### config.mk
export PLATFORM = sky130hd
export DESIGN_NAME = at_command_mode_interp
export DESIGN_NICKNAME = d
export VERILOG_FILES = /design/src/rtl/at_command_mode_interp.v
export VERILOG_INCLUDE_DIRS = /design/src /design/src/pkg
export SDC_FILE = /design/constraint.sdc
export NUM_CORES = 1
export LEC_CHECK = 0
export BUFFER_PORTS_ARGS = -buffer_cell sky130_fd_sc_hd__clkbuf_2
export CELL_PAD_IN_SITES_DETAIL_PLACEMENT = 0
export CELL_PAD_IN_SITES_GLOBAL_PLACEMENT = 1
export CORE_AREA = 2 2 257 259
export CTS_CLUSTER_DIAMETER = 50
export DETAILED_ROUTE_END_ITERATION = 12
export DIE_AREA = 0 0 259 261
export PLACE_DENSITY_LB_ADDON = 0.1
export SYNTH_ARGS = -nofsm -noshare
export SYNTH_HDL_FRONTEND = slang
export SYNTH_SLANG_ARGS = --single-unit
### constraint.sdc
create_clock -name aclk -period 5 [get_ports aclk]
set_clock_uncertainty 0.05 [all_clocks]
set_input_delay 0 -clock aclk [delete_from_list [all_inputs] [get_ports aclk]]
set_output_delay 0 -clock aclk [all_outputs]
set_load 0.03 [all_outputs]
### src/pkg/at_cmd_consts.vh
// Purpose: Shared constants for the command-mode front end.
// Assumes: 25 MHz aclk; times are counted in millisecond ticks.
// Notes:   Included by bare name; definitions only.
`ifndef AT_CMD_CONSTS_VH
`define AT_CMD_CONSTS_VH

// ****************************************
// Timing
// ****************************************
`define CLK_MHZ      25
`define TICK_US      1000
`define BREAK_MS     13'd6000
`define CT_UNIT_MS   7'd100

// ****************************************
// Parameter table: index and factory default
// ****************************************
`define P_GUARD      3'd0
`define P_CHAR       3'd1
`define P_TIMEOUT    3'd2
`define P_BAUD       3'd3
`define P_FRAME      3'd4
`define P_OUTOPT     3'd5
`define NPARAM       6
`define DEF_GUARD    16'h03e8
`define DEF_CHAR     16'h002b
`define DEF_TIMEOUT  16'h0064
`define DEF_BAUD     16'h0003
`define DEF_FRAME    16'h0000
`define DEF_OUTOPT   16'h0000
`define BAUD_BREAK   4'h3

// ****************************************
// Register map, word indices (byte address bits 4:2)
// ****************************************
`define A_STATUS     3'd0
`define A_CTRL       3'd7
`define CTRL_APPLY   0
`define CTRL_SAVE    1
`define AXI_OKAY     2'b00
`define AXI_SLVERR   2'b10

// ****************************************
// Command identifiers, two upper-case letters
// ****************************************
`define ID_GUARD     16'h4754
`define ID_CHAR      16'h4343
`define ID_TIMEOUT   16'h4354
`define ID_BAUD      16'h4244
`define ID_FRAME     16'h4150
`define ID_OUTOPT    16'h414f
`define ID_EXIT      16'h434e
`define ID_APPLY     16'h4143
`define ID_SAVE      16'h5752
`define ID_DEFAULTS  16'h5245
`define OP_EXIT      4'd8
`define OP_APPLY     4'd9
`define OP_SAVE      4'd10
`define OP_DEFAULTS  4'd11
`define OP_NONE      4'd15

// ****************************************
// Characters and replies
// ****************************************
`define CH_A         8'h41
`define CH_T         8'h54
`define CH_CR        8'h0d
`define CH_COMMA     8'h2c
`define CH_X         8'h58
`define CH_SPACE     8'h20
`define CH_O         8'h4f
`define CH_K         8'h4b
`define CH_E         8'h45
`define CH_R         8'h52
`define CH_0         8'h30
`define HEX_A_OFS    8'h37
`define CASE_MASK    8'hdf
`define R_OK         2'd0
`define R_ERR        2'd1
`define R_VAL        2'd2
`define LEN_OK       3'd3
`define LEN_ERR      3'd6
`define LEN_VAL      3'd5
`define MAX_DIGITS   3'd4

`endif

### src/rtl/at_command_mode_interp.v
// Purpose: Command-mode front end of a serial radio module.
// Assumes: Byte-level UART in front; synchronous inputs.
// Notes:   Registers reached over AXI4-Lite.
`timescale 1ns/1ps
`include "at_cmd_consts.vh"

module at_command_mode_interp #(
  parameter TICK_CYCLES = `TICK_US * `CLK_MHZ
) (
  // Clock, reset and power-on.
  input  wire        aclk,
  input  wire        aresetn,
  input  wire        por,
  // AXI4-Lite write channels.
  input  wire [7:0]  awaddr,
  input  wire        awvalid,
  output wire        awready,
  input  wire [31:0] wdata,
  input  wire [3:0]  wstrb,
  input  wire        wvalid,
  output wire        wready,
  output reg  [1:0]  bresp,
  output reg         bvalid,
  input  wire        bready,
  // AXI4-Lite read channels.
  input  wire [7:0]  araddr,
  input  wire        arvalid,
  output wire        arready,
  output reg  [31:0] rdata,
  output reg  [1:0]  rresp,
  output reg         rvalid,
  input  wire        rready,
  // UART byte side.
  input  wire [7:0]  rx_data,
  input  wire        rx_valid,
  input  wire        rx_break,
  input  wire        rts,
  output reg  [7:0]  tx_data,
  output wire        tx_valid,
  input  wire        tx_ready,
  // Radio side.
  output reg  [7:0]  fwd_data,
  output reg         fwd_valid,
  input  wire        rf_rx_busy,
  input  wire        rf_tx_busy,
  // Mode outputs.
  output reg         cmd_mode,
  output reg         boot_req,
  output reg  [3:0]  baud_code,
  output reg  [3:0]  op_state,
  output reg         out_full_packet,
  output reg         out_raw_objects
);

  // Parser states.
  localparam P_A   = 5'b00001;
  localparam P_T   = 5'b00010;
  localparam P_ID1 = 5'b00100;
  localparam P_ID2 = 5'b01000;
  localparam P_ARG = 5'b10000;
  // Operating states.
  localparam S_IDLE = 4'b0001;
  localparam S_TX   = 4'b0010;
  localparam S_RX   = 4'b0100;
  localparam S_CMD  = 4'b1000;
  localparam [14:0] TICK_LAST = TICK_CYCLES[14:0] - 15'd1;

  // ****************************************
  // Helper functions
  // ****************************************
  // Factory default of one parameter entry.
  function [15:0] dflt(input [2:0] i);
    begin
      case (i)
        `P_GUARD:   dflt = `DEF_GUARD;
        `P_CHAR:    dflt = `DEF_CHAR;
        `P_TIMEOUT: dflt = `DEF_TIMEOUT;
        `P_BAUD:    dflt = `DEF_BAUD;
        `P_FRAME:   dflt = `DEF_FRAME;
        default:    dflt = `DEF_OUTOPT;
      endcase
    end
  endfunction

  // Two-letter identifier to operation code.
  function [3:0] op_of(input [15:0] id);
    begin
      case (id)
        `ID_GUARD:    op_of = {1'b0, `P_GUARD};
        `ID_CHAR:     op_of = {1'b0, `P_CHAR};
        `ID_TIMEOUT:  op_of = {1'b0, `P_TIMEOUT};
        `ID_BAUD:     op_of = {1'b0, `P_BAUD};
        `ID_FRAME:    op_of = {1'b0, `P_FRAME};
        `ID_OUTOPT:   op_of = {1'b0, `P_OUTOPT};
        `ID_EXIT:     op_of = `OP_EXIT;
        `ID_APPLY:    op_of = `OP_APPLY;
        `ID_SAVE:     op_of = `OP_SAVE;
        `ID_DEFAULTS: op_of = `OP_DEFAULTS;
        default:      op_of = `OP_NONE;
      endcase
    end
  endfunction

  // Hex digit value, bit 4 flags a valid digit.
  function [4:0] hexval(input [7:0] c);
    begin
      if (c >= `CH_0 && c <= 8'h39)
        hexval = {1'b1, c[3:0]};
      else if ((c & `CASE_MASK) >= 8'h41 && (c & `CASE_MASK) <= 8'h46)
        hexval = {1'b1, c[3:0] + 4'h9};
      else
        hexval = 5'h00;
    end
  endfunction

  // Byte i of a reply of kind k; value replies print four hex digits.
  function [7:0] resp_byte(input [1:0] k, input [2:0] i, input [15:0] v);
    reg [3:0] n;
    begin
      case (i)
        3'd0:    n = v[15:12];
        3'd1:    n = v[11:8];
        3'd2:    n = v[7:4];
        default: n = v[3:0];
      endcase
      resp_byte = `CH_CR;
      if (k == `R_OK) begin
        if (i == 3'd0) resp_byte = `CH_O;
        else if (i == 3'd1) resp_byte = `CH_K;
      end else if (k == `R_ERR) begin
        if (i == 3'd0) resp_byte = `CH_E;
        else if (i == 3'd3) resp_byte = `CH_O;
        else if (i < 3'd5) resp_byte = `CH_R;
      end else if (i < 3'd4) begin
        resp_byte = (n < 4'ha) ? `CH_0 + {4'h0, n} : `HEX_A_OFS + {4'h0, n};
      end
    end
  endfunction

  // ****************************************
  // Declarations
  // ****************************************
  wire [16*`NPARAM-1:0] act_bus;
  wire [16*`NPARAM-1:0] pend_bus;
  reg  [14:0] pre;
  reg  [15:0] sil;
  reg  [12:0] brk_ms;
  reg  [1:0]  esc_n;
  reg         rst_done;
  reg  [6:0]  ct_ms;
  reg  [15:0] ct_units;
  reg  [4:0]  ps;
  reg  [7:0]  id_hi;
  reg  [7:0]  id_lo;
  reg  [15:0] acc;
  reg  [2:0]  ndig;
  reg         bad;
  reg  [1:0]  rk;
  reg  [2:0]  ri;
  reg  [2:0]  rl;
  reg  [15:0] rv;
  reg         aw_got;
  reg         w_got;
  reg  [7:0]  aw_a;
  reg  [15:0] w_d;
  reg  [1:0]  w_s;
  reg  [1:0]  ctl_d;
  reg  [1:0]  next_k;
  reg  [15:0] next_v;

  wire [15:0] gt = act_bus[16*`P_GUARD +: 16];
  wire [7:0]  cc = act_bus[16*`P_CHAR +: 8];
  wire [15:0] ct = act_bus[16*`P_TIMEOUT +: 16];
  wire        tick = (pre == TICK_LAST);
  wire [4:0]  hv = hexval(rx_data);
  wire [7:0]  ub = rx_data & `CASE_MASK;
  wire        term = rx_data == `CH_CR || rx_data == `CH_COMMA;
  wire [3:0]  op = op_of({id_hi, id_lo});
  wire        exec = cmd_mode & rx_valid & (ps == P_ARG) & term;
  wire        bare = cmd_mode & rx_valid & (ps == P_ID1) & term;
  wire        err = bad | (op == `OP_NONE) | (ndig > `MAX_DIGITS);
  wire        ok = exec & ~err;
  wire        is_par = ~op[3];
  wire        at_we = ok & is_par & (ndig != 3'd0);
  wire        axi_we = aw_got & w_got & ~bvalid;
  wire [2:0]  w_idx = aw_a[4:2];
  wire        w_map = (aw_a[7:5] == 3'd0);
  wire        axi_pw = axi_we & w_map & (w_idx != `A_STATUS) & (w_idx != `A_CTRL);
  wire        axi_cw = axi_we & w_map & (w_idx == `A_CTRL);
  wire [15:0] w_mask = {{8{w_s[1]}}, {8{w_s[0]}}};
  wire [15:0] w_old = pend_bus[16*(w_idx - 3'd1) +: 16];
  wire [15:0] w_val = (w_d & w_mask) | (w_old & ~w_mask);
  wire        tmo = cmd_mode & ~rx_valid & (ct_units >= ct);
  wire        leave = (ok & (op == `OP_EXIT)) | tmo;
  wire        do_apply = (ok & (op == `OP_APPLY)) | leave | (axi_cw & ctl_d[`CTRL_APPLY]);
  wire        do_save = (ok & (op == `OP_SAVE)) | (axi_cw & ctl_d[`CTRL_SAVE]);
  wire        do_defaults = ok & (op == `OP_DEFAULTS);
  wire        brk_evt = (~rst_done & rx_break) | (rx_break & tick & (brk_ms == `BREAK_MS - 13'd1));
  wire        enter_esc = ~cmd_mode & (esc_n == 2'd3) & ~rx_valid & (sil >= gt);
  wire        enter = enter_esc | (brk_evt & rts);

  assign awready = ~aw_got & ~bvalid;
  assign wready = ~w_got & ~bvalid;
  assign arready = ~rvalid;
  assign tx_valid = (ri != rl);

  // ****************************************
  // Parameter entries
  // ****************************************
  // Each entry keeps stored, pending and active copies of one setting.
  genvar g;
  generate
    for (g = 0; g < `NPARAM; g = g + 1) begin : gen_par
      reg [15:0] a;
      reg [15:0] p;
      reg [15:0] n;
      assign act_bus[16*g +: 16] = a;
      assign pend_bus[16*g +: 16] = p;
      always @(posedge aclk) begin
        if (por)
          n <= dflt(g);
        else if (aresetn && do_save)
          n <= p;
      end
      always @(posedge aclk) begin
        if (por) begin
          a <= dflt(g);
          p <= dflt(g);
        end else if (!aresetn) begin
          a <= n;
          p <= n;
        end else begin
          if (do_defaults)
            p <= dflt(g);
          if (at_we && op[2:0] == g)
            p <= acc;
          if (axi_pw && w_idx == g + 1)
            p <= w_val;
          if (do_apply)
            a <= p;
        end
      end
    end
  endgenerate

  // ****************************************
  // Timers
  // ****************************************
  // Millisecond tick, guard silence and break length.
  always @(posedge aclk) begin
    if (!aresetn) begin
      pre <= 15'd0;
      sil <= 16'd0;
      brk_ms <= 13'd0;
    end else begin
      pre <= tick ? 15'd0 : pre + 15'd1;
      if (rx_valid)
        sil <= 16'd0;
      else if (tick && sil != 16'hffff)
        sil <= sil + 16'd1;
      if (!rx_break)
        brk_ms <= 13'd0;
      else if (tick && brk_ms != `BREAK_MS)
        brk_ms <= brk_ms + 13'd1;
    end
  end

  // Command timeout counts in units of one tenth of a second.
  // command mode timeout.
  always @(posedge aclk) begin
    if (!aresetn || !cmd_mode || rx_valid) begin
      ct_ms <= 7'd0;
      ct_units <= 16'd0;
    end else if (tick) begin
      if (ct_ms == `CT_UNIT_MS - 7'd1) begin
        ct_ms <= 7'd0;
        if (ct_units != 16'hffff)
          ct_units <= ct_units + 16'd1;
      end else begin
        ct_ms <= ct_ms + 7'd1;
      end
    end
  end

  // ****************************************
  // Escape detection and mode control
  // ****************************************
  // consecutive escape bytes.
  // The leading byte needs full guard silence, the next two need less.
  always @(posedge aclk) begin
    if (!aresetn || cmd_mode || enter)
      esc_n <= 2'd0;
    else if (rx_valid) begin
      if (rx_data == cc && esc_n == 2'd0 && sil >= gt)
        esc_n <= 2'd1;
      else if (rx_data == cc && esc_n != 2'd0 && esc_n != 2'd3 && sil < gt)
        esc_n <= esc_n + 2'd1;
      else
        esc_n <= 2'd0;
    end
  end

  // guard framed entry.
  // Break checks need RTS; without it the bootloader request latches.
  always @(posedge aclk) begin
    if (!aresetn) begin
      cmd_mode <= 1'b0;
      boot_req <= 1'b0;
      rst_done <= 1'b0;
      baud_code <= `BAUD_BREAK;
    end else begin
      rst_done <= 1'b1;
      if (brk_evt && !rts)
        boot_req <= 1'b1;
      if (enter) begin
        cmd_mode <= 1'b1;
        if (brk_evt)
          baud_code <= `BAUD_BREAK;
      end else if (leave) begin
        cmd_mode <= 1'b0;
        baud_code <= act_bus[16*`P_BAUD +: 4];
      end else if (!cmd_mode) begin
        baud_code <= act_bus[16*`P_BAUD +: 4];
      end
    end
  end

  always @(posedge aclk) begin
    if (!aresetn) begin
      fwd_valid <= 1'b0;
      fwd_data <= 8'h00;
    end else begin
      fwd_valid <= rx_valid & ~cmd_mode;
      fwd_data <= rx_data;
    end
  end

  always @(posedge aclk) begin
    if (!aresetn) begin
      op_state <= S_IDLE;
      out_full_packet <= 1'b0;
      out_raw_objects <= 1'b0;
    end else begin
      if (cmd_mode)
        op_state <= S_CMD;
      else if (rf_rx_busy)
        op_state <= S_RX;
      else if (rf_tx_busy)
        op_state <= S_TX;
      else
        op_state <= S_IDLE;
      out_full_packet <= act_bus[16*`P_FRAME +: 16] != 16'h0000;
      out_raw_objects <= act_bus[16*`P_FRAME +: 16] != 16'h0000 && act_bus[16*`P_OUTOPT];
    end
  end

  // ****************************************
  // Command parser
  // ****************************************
  // AT prefix expected.
  always @(posedge aclk) begin
    if (!aresetn || !cmd_mode) begin
      ps <= P_A;
      id_hi <= 8'h00;
      id_lo <= 8'h00;
      acc <= 16'h0000;
      ndig <= 3'd0;
      bad <= 1'b0;
    end else if (rx_valid) begin
      case (ps)
        P_A: begin
          if (ub == `CH_A) ps <= P_T;
        end
        P_T: begin
          ps <= (ub == `CH_T) ? P_ID1 : P_A;
        end
        P_ID1: begin
          id_hi <= ub;
          ps <= term ? P_A : P_ID2;
        end
        P_ID2: begin
          id_lo <= ub;
          acc <= 16'h0000;
          ndig <= 3'd0;
          bad <= 1'b0;
          ps <= P_ARG;
        end
        P_ARG: begin
          if (term) begin
            ps <= (rx_data == `CH_COMMA) ? P_ID1 : P_A;
          end else if (ub == `CH_X && ndig == 3'd1 && acc == 16'h0000) begin
            ndig <= 3'd0;
          end else if (hv[4]) begin
            acc <= {acc[11:0], hv[3:0]};
            if (ndig != 3'd7) ndig <= ndig + 3'd1;
          end else if (!(rx_data == `CH_SPACE && ndig == 3'd0)) begin
            bad <= 1'b1;
          end
        end
        default: ps <= P_A;
      endcase
    end
  end

  // ****************************************
  // Replies
  // ****************************************
  // read without value.
  always @* begin
    next_v = 16'h0000;
    if (is_par)
      next_v = pend_bus[16*op[2:0] +: 16];
    if (err)
      next_k = `R_ERR;
    else if (is_par && ndig == 3'd0)
      next_k = `R_VAL;
    else
      next_k = `R_OK;
  end

  // OK on entry.
  // A new reply replaces one still draining; hosts wait for the answer.
  always @(posedge aclk) begin
    if (!aresetn) begin
      rk <= `R_OK;
      ri <= 3'd0;
      rl <= 3'd0;
      rv <= 16'h0000;
      tx_data <= 8'h00;
    end else if (enter || bare) begin
      rk <= `R_OK;
      ri <= 3'd0;
      rl <= `LEN_OK;
      tx_data <= `CH_O;
    end else if (exec) begin
      rk <= next_k;
      rv <= next_v;
      ri <= 3'd0;
      rl <= (next_k == `R_OK) ? `LEN_OK : (next_k == `R_ERR) ? `LEN_ERR : `LEN_VAL;
      tx_data <= resp_byte(next_k, 3'd0, next_v);
    end else if (tx_valid && tx_ready) begin
      ri <= ri + 3'd1;
      tx_data <= resp_byte(rk, ri + 3'd1, rv);
    end
  end

  // ****************************************
  // AXI4-Lite slave
  // ****************************************
  // Address and data are latched in either order; the write commits once both are held.
  always @(posedge aclk) begin
    if (!aresetn) begin
      aw_got <= 1'b0;
      w_got <= 1'b0;
      aw_a <= 8'h00;
      w_d <= 16'h0000;
      w_s <= 2'b00;
      ctl_d <= 2'b00;
      bvalid <= 1'b0;
      bresp <= `AXI_OKAY;
    end else begin
      if (awvalid && awready) begin
        aw_got <= 1'b1;
        aw_a <= awaddr;
      end
      if (wvalid && wready) begin
        w_got <= 1'b1;
        w_d <= wdata[15:0];
        w_s <= wstrb[1:0];
        ctl_d <= wdata[1:0] & {2{wstrb[0]}};
      end
      if (axi_we) begin
        aw_got <= 1'b0;
        w_got <= 1'b0;
        bvalid <= 1'b1;
        bresp <= w_map ? `AXI_OKAY : `AXI_SLVERR;
      end else if (bvalid && bready) begin
        bvalid <= 1'b0;
      end
    end
  end

  // Reads return active values; status shows mode flags.
  always @(posedge aclk) begin
    if (!aresetn) begin
      rvalid <= 1'b0;
      rdata <= 32'h0000_0000;
      rresp <= `AXI_OKAY;
    end else if (arvalid && arready) begin
      rvalid <= 1'b1;
      rresp <= (araddr[7:5] == 3'd0) ? `AXI_OKAY : `AXI_SLVERR;
      if (araddr[7:5] != 3'd0 || araddr[4:2] == `A_CTRL)
        rdata <= 32'h0000_0000;
      else if (araddr[4:2] == `A_STATUS)
        rdata <= {24'h000000, baud_code, op_state[1:0], boot_req, cmd_mode};
      else
        rdata <= {16'h0000, act_bus[16*(araddr[4:2] - 3'd1) +: 16]};
    end else if (rvalid && rready) begin
      rvalid <= 1'b0;
    end
  end

endmodule

---- Word-level counts from Yosys, hierarchy flattened ----
Index checks and enable logic that the tools add are counted.
W data, S select, Z words.
word-level totals
  logic and storage cells ................. 412
  register bits after elaboration ......... 518
  output and inout bits ................... 71
operators by class
  bitwise operators ....................... 56
  magnitude comparators ................... 12
  reductions and logical operators ........ 83
  muxes and demuxes ....................... 109
  shifts and indexed selects .............. 3
  add/subtract/negate cells ............... 15
  equality and inequality tests ........... 75
operator list
  operator                 number
  $mux W16                 41
  $shiftx A96 B33 Y16      2
  $eq A14 B13 Y1 const B   10
  $shiftx A96 B8 Y16       1
  $mux W7                  12
  $mux W4                  13
  $pmux W4 S10             1
  $logic_and A1 B1 Y1      34
  $add A16 B1 Y16 const B  2
  $and A1 B1 Y1            32
  $and A16 B16 Y16         2
  $ge A16 B16 Y1           2
  $mux W8                  4
  $ne A16 B16 Y1 const B   2
  $pmux W16 S2             1
  $add A6 B4 Y7 const A    4
  $pmux W5 S5              1
  $mux W3                  8
  $ne A4 B1 Y1 const B     6
  $eq A3 B3 Y1 const B     7
  $eq A7 B6 Y1 const B     3
  $eq A4 B4 Y1 const B     5
  $mux W2                  10
  $mux W5                  4
  60 further kinds         146

---- Depth between registers and ports, before layout ----
  word-level depth ........................ 17
  depth in mapped cells ................... 14

---- Worst setup path after synthesis ----
OpenSTA, ideal clock, no wires.
  path kind ............................... reg2reg
  start point ............................. register aw_a[2]
  end point ............................... register gen_par[3].p[13]
  stages on the path, launching flop included .. 10
  period minus slack after synthesis ...... 3.369 ns
  slack ................................... 1.631 ns
  path buffers ............................ 1
  library setup time ...................... 0.117 ns
  arrival time ............................ 3.201 ns
  path through ............................ dfxtp_1 inv_2 buf_1 ha_1 xnor2_1 mux4_2 a21oi_1 o21ai_0 a221o_1 a32o_1
on the way
  word-level cells in the longest chain between the ends .. 6
  elaborated cells between the ends (all ways) .. 13
ends and longest elaborated chain
  item                                                           line                                                        RTL
  from (decl)                                                    at_command_mode_interp.v:164                                reg [7:0] aw_a;
  from (signal assigned)                                         at_command_mode_interp.v:464                                aw_a <= awaddr;
  $sub A3 B1 Y4 / $reduce_bool A3 Y1 (equally long branches)     -
  $shiftx A96 B33 Y16 / $and A1 B1 Y1 (equally long branches)    at_command_mode_interp.v:191, at_command_mode_interp.v:188
  $and A16 B16 Y16 / $and A1 B1 Y1 (equally long branches)       at_command_mode_interp.v:192, at_command_mode_interp.v:188
  $or A16 B16 Y16 / $logic_and A1 B1 Y1 (equally long branches)  at_command_mode_interp.v:192, at_command_mode_interp.v:237
  $mux W16                                                       at_command_mode_interp.v:237                                if (axi_pw && w_idx == g + 1)
  $mux W16                                                       at_command_mode_interp.v:229                                end else if (!aresetn) begin
  to (signal assigned)                                           at_command_mode_interp.v:228                                p <= dflt(g);
  to (signal assigned)                                           at_command_mode_interp.v:231                                p <= n;
  to (signal assigned)                                           at_command_mode_interp.v:238                                p <= w_val;
  to (decl)                                                      at_command_mode_interp.v:215                                reg [15:0] p;
Parallel ways exist; a longest one is shown, timed or not.
A chain may end at the register's enable or synchronous reset.

---- Worst setup path after layout ----
  start point ............................. register id_hi[3]
  end point ............................... register tx_data[6]
on the way
  word-level cells in the longest chain between the ends .. 13
  elaborated cells between the ends (all ways) .. 33
ends and longest elaborated chain
  item                                                            line                          RTL
  from (decl)                                                     at_command_mode_interp.v:153  reg [7:0] id_hi;
  from (signal assigned)                                          at_command_mode_interp.v:378  id_hi <= ub;
  $eq A14 B13 Y1                                                  at_command_mode_interp.v:88   case (id)
  $pmux W4 S10 (*)                                                at_command_mode_interp.v:88
  $shiftx A96 B8 Y16                                              at_command_mode_interp.v:412  next_v = pend_bus[16*op[2:0] +: 16];
  $mux W16                                                        at_command_mode_interp.v:411  if (is_par)
  $mux W4                                                         at_command_mode_interp.v:435  end else if (exec) begin
  $mux W4                                                         at_command_mode_interp.v:430  end else if (enter || bare) begin
  $mux W4                                                         at_command_mode_interp.v:424  if (!aresetn) begin
  $add A6 B4 Y7 (no line) / $lt A4 B4 Y1 (equally long branches)  -
  $mux W7                                                         at_command_mode_interp.v:135  resp_byte = (n < 4'ha) ? `CH_0 + {4'h0, n} : `HEX_A_OFS + {4'h0, n};
  $mux W7                                                         at_command_mode_interp.v:130  end else if (k == `R_ERR) begin
  $mux W7 (*)                                                     at_command_mode_interp.v:127  if (k == `R_OK) begin
  $mux W8 (*)                                                     at_command_mode_interp.v:435
  $mux W7 (*)                                                     at_command_mode_interp.v:430
  to (signal assigned)                                            at_command_mode_interp.v:434  tx_data <= `CH_O;
  to (signal assigned)                                            at_command_mode_interp.v:440  tx_data <= resp_byte(next_k, 3'd0, next_v);
  to (signal assigned)                                            at_command_mode_interp.v:443  tx_data <= resp_byte(rk, ri + 3'd1, rv);
  to (decl)                                                       at_command_mode_interp.v:38   output reg [7:0] tx_data,
Mark *: on every way between the ends. The rest lies on a longest branch, timed or not. The select of a mux whose other input is x is not followed.

==> flow_summary.ini <==
[placement]
placed_cell_area_mm2 = 0.0272
dp.cells = 3886
io_buffers = 103
hpwl_um = 74500
gp_congestion = 0.896

[yosys]
synth_top_area_cell = dfxtp_1
synth.area.top_cells = dfxtp_1 (39%), nand2_1 (6.4%), mux2i_1 (6.0%)
ys_ff_latch = 497
synth_fa_ha_area_frac = 0.0301
synth_area_mm2 = 0.0258
synthArstFlopShare = 0
synth_compound_area_frac = 0.219
yosysUniqueCellTypes = 99
postSynthAreaPerCell_um2 = 8.40
synthMuxAreaShare = 0.0896
synth-edff-count = 0
synth-simple-area-share = 0.198
synth.top_cell.area_share = 0.386
yosys.area_share.xor_xnor = 0.0268
synth_seq_area_share = 0.386
synth_top_family_by_area = compound AO/OA/AOI/OAI gates
synth_ff_type = dfxtp_1
yosysWarningCount = 0
synth_cells = 3071

[global_routing]
grt_first_pass_wirelength_um = 150000
grt_overflow = 0
antenna_found_initial = 3
grt_pass1_vias = 22618
grt_max_degree = 123
grt_use_total = 0.299

[final_layout]
final_area_mm2 = 0.0303
largestRegisters = gen_par.n (96), gen_par.p (96), gen_par.a (80)
final_nets = 3289
drive_gt1_frac = 0.128
fin_cells = 4080
syn2layout_area_growth_pct = 17.6

[floorplan]
rows = 94
start_util = 0.396
die_area_mm2 = 0.0676
dieHeight_um = 261
die_w_um = 259
core-area_mm2 = 0.0650
ios = 145

[clock_network]
htree_levels = 3
cts.sinks = 497
cts_resized = 0
clk_latency_ps = 630
cts-root-buf = clkbuf_16
cts_setup_buffers = 0
ctsLongestPathBuffers = 3
tritoncts = done
numCtsBuffers = 75
path_clk_slew_ps = 60

[route]
vias = 23979
dr.pass1.iters = 8
wl_um = 104000
drt-vias-per-instance = 5.88
wire_per_inst_um = 25.4
drtIter0Drc = 2256
drc = 0
ant_nets = 0

[worst_setup_path]
start_kind = flip-flop
crit_required_ps = 5500
worst-setup-path-type = flip-flop to flip-flop
cp_data_arrival_time_ps = 4660
endpoint_kind = flip-flop
cp_max_fo = 10

[power]
ir_drop_v = 0.000219
power-per-cell-area_mw_per_mm2 = 351
leakage_nw = 11.3
p_total_mw = 10.6

[timing]
setup_viol = 0
drv_slew = 0
finalHoldViolCount = 1
timing.fmax_mhz = 240
worst_slew_pin_slew_ps = 1320
maxSlewHeadroom = 0.116
whs_ps = -0.00788
finalCritPeriodShare = 0.833
period_needed_ps = 4160
grt_setup_unrepaired = no
setup_tns_ps = 0

[hold_path]
hp-class = input port to flip-flop

[run]
cap_violations = 0

[run_status]
violations = negative hold slack
status = complete, but fails checks
-- cell families (layout without fill, tap and decap cells) --
logic type,count (synthesis),in the layout
xor+xnor,79,79
fa+ha+maj,62,62
buf+inv,310,436
simple gates,1101,1101
compound gates,831,831
other cells,1,20
flops,497,497
mux,190,190
-- timing repair --
action / 4_1_cts / 5_1_grt
endpoints found under the setup margin: 0 / 0
hold buffers: 54 / 0
hold endpoints to repair: 106 / 0
-- layout by cell type, fill, tap and decap left out, types with 68 or more instances in the layout --
| master | instances |
|---|---|
| mux2i_1 | 154 |
| nor2_1 | 287 |
| a21oi_1 | 281 |
| nand2_1 | 442 |
| buf_4 | 68 |
| o21ai_0 | 115 |
| a211oi_1 | 111 |
| clkbuf_2 | 101 |
| clkbuf_16 | 76 |
| dfxtp_1 | 497 |
-- Yosys cell counts (57+ instances only) --
cell      count
a21oi_1     281
o21ai_0     117
a221o_1      58
nor2_1      287
ha_1         62
dfxtp_1     497
mux2i_1     154
clkbuf_1    159
a211oi_1    112
nand3_1      57
nand2_1     443
inv_1        63
-- worst paths after layout --
check | startpoint | end | slack, ps | depth (start not counted)
setup / recovery | id_hi[3] | tx_data[6] | 840 | 12
hold / removal | wvalid | w_d[2] | -0.008 | 4
setup reg to reg | id_hi[3] | tx_data[6] | 840 | 12
hold reg to reg | gen_par[0].n[14] | gen_par[0].n[14] | 400 | 2
-- per-stage QoR --
stage	util	setup slack, ps
after detailed placement	0.418	952
final	0.466	836
after floorplan	-	1630
after global placement	0.418	928
after global routing	0.466	655
after CTS	0.466	946
-- power by group --
group / switching [mW] / total (mW) / internal [mW] / leakage, nW
logic: 0.633 / 0.981 / 0.348 / 6.04
registers: 0.134 / 4.21 / 4.07 / 4.05
clock network: 2.11 / 5.45 / 3.34 / 1.24
-- layer usage --
layer,track usage,share of wire,vias up,wire [µm]
met5,0,0.00033,-,34
met3,0.0569,0.067,190,6910
met1,0.387,0.43,11666,44500
met2,0.490,0.46,880,48000
met4,0.129,0.040,6,4180
li1,-,-,11237,-
-- critical path: stages (launching register included) --
cell and delay, ps:
dfxtp_1 310, or4b_1 710, or4_4 550, or2_1 320, a211oi_1 740, a221oi_1 180
o211ai_1 210, and3_1 250, inv_1 50, ha_1 210, o2111ai_1 200, a21oi_1 110
nor3_1 190
-- final cells by class --
class	instances	area, µm²
fillers	6306	34700
clock inverters	40	529
diodes	1	2.50
flip-flops and latches	497	9950
multi-input cells	2282	14700
clock buffers	99	2080
repair buffers	232	1730
well taps	864	1080
inverters	65	246
Power figures use the tool's default switching activity.
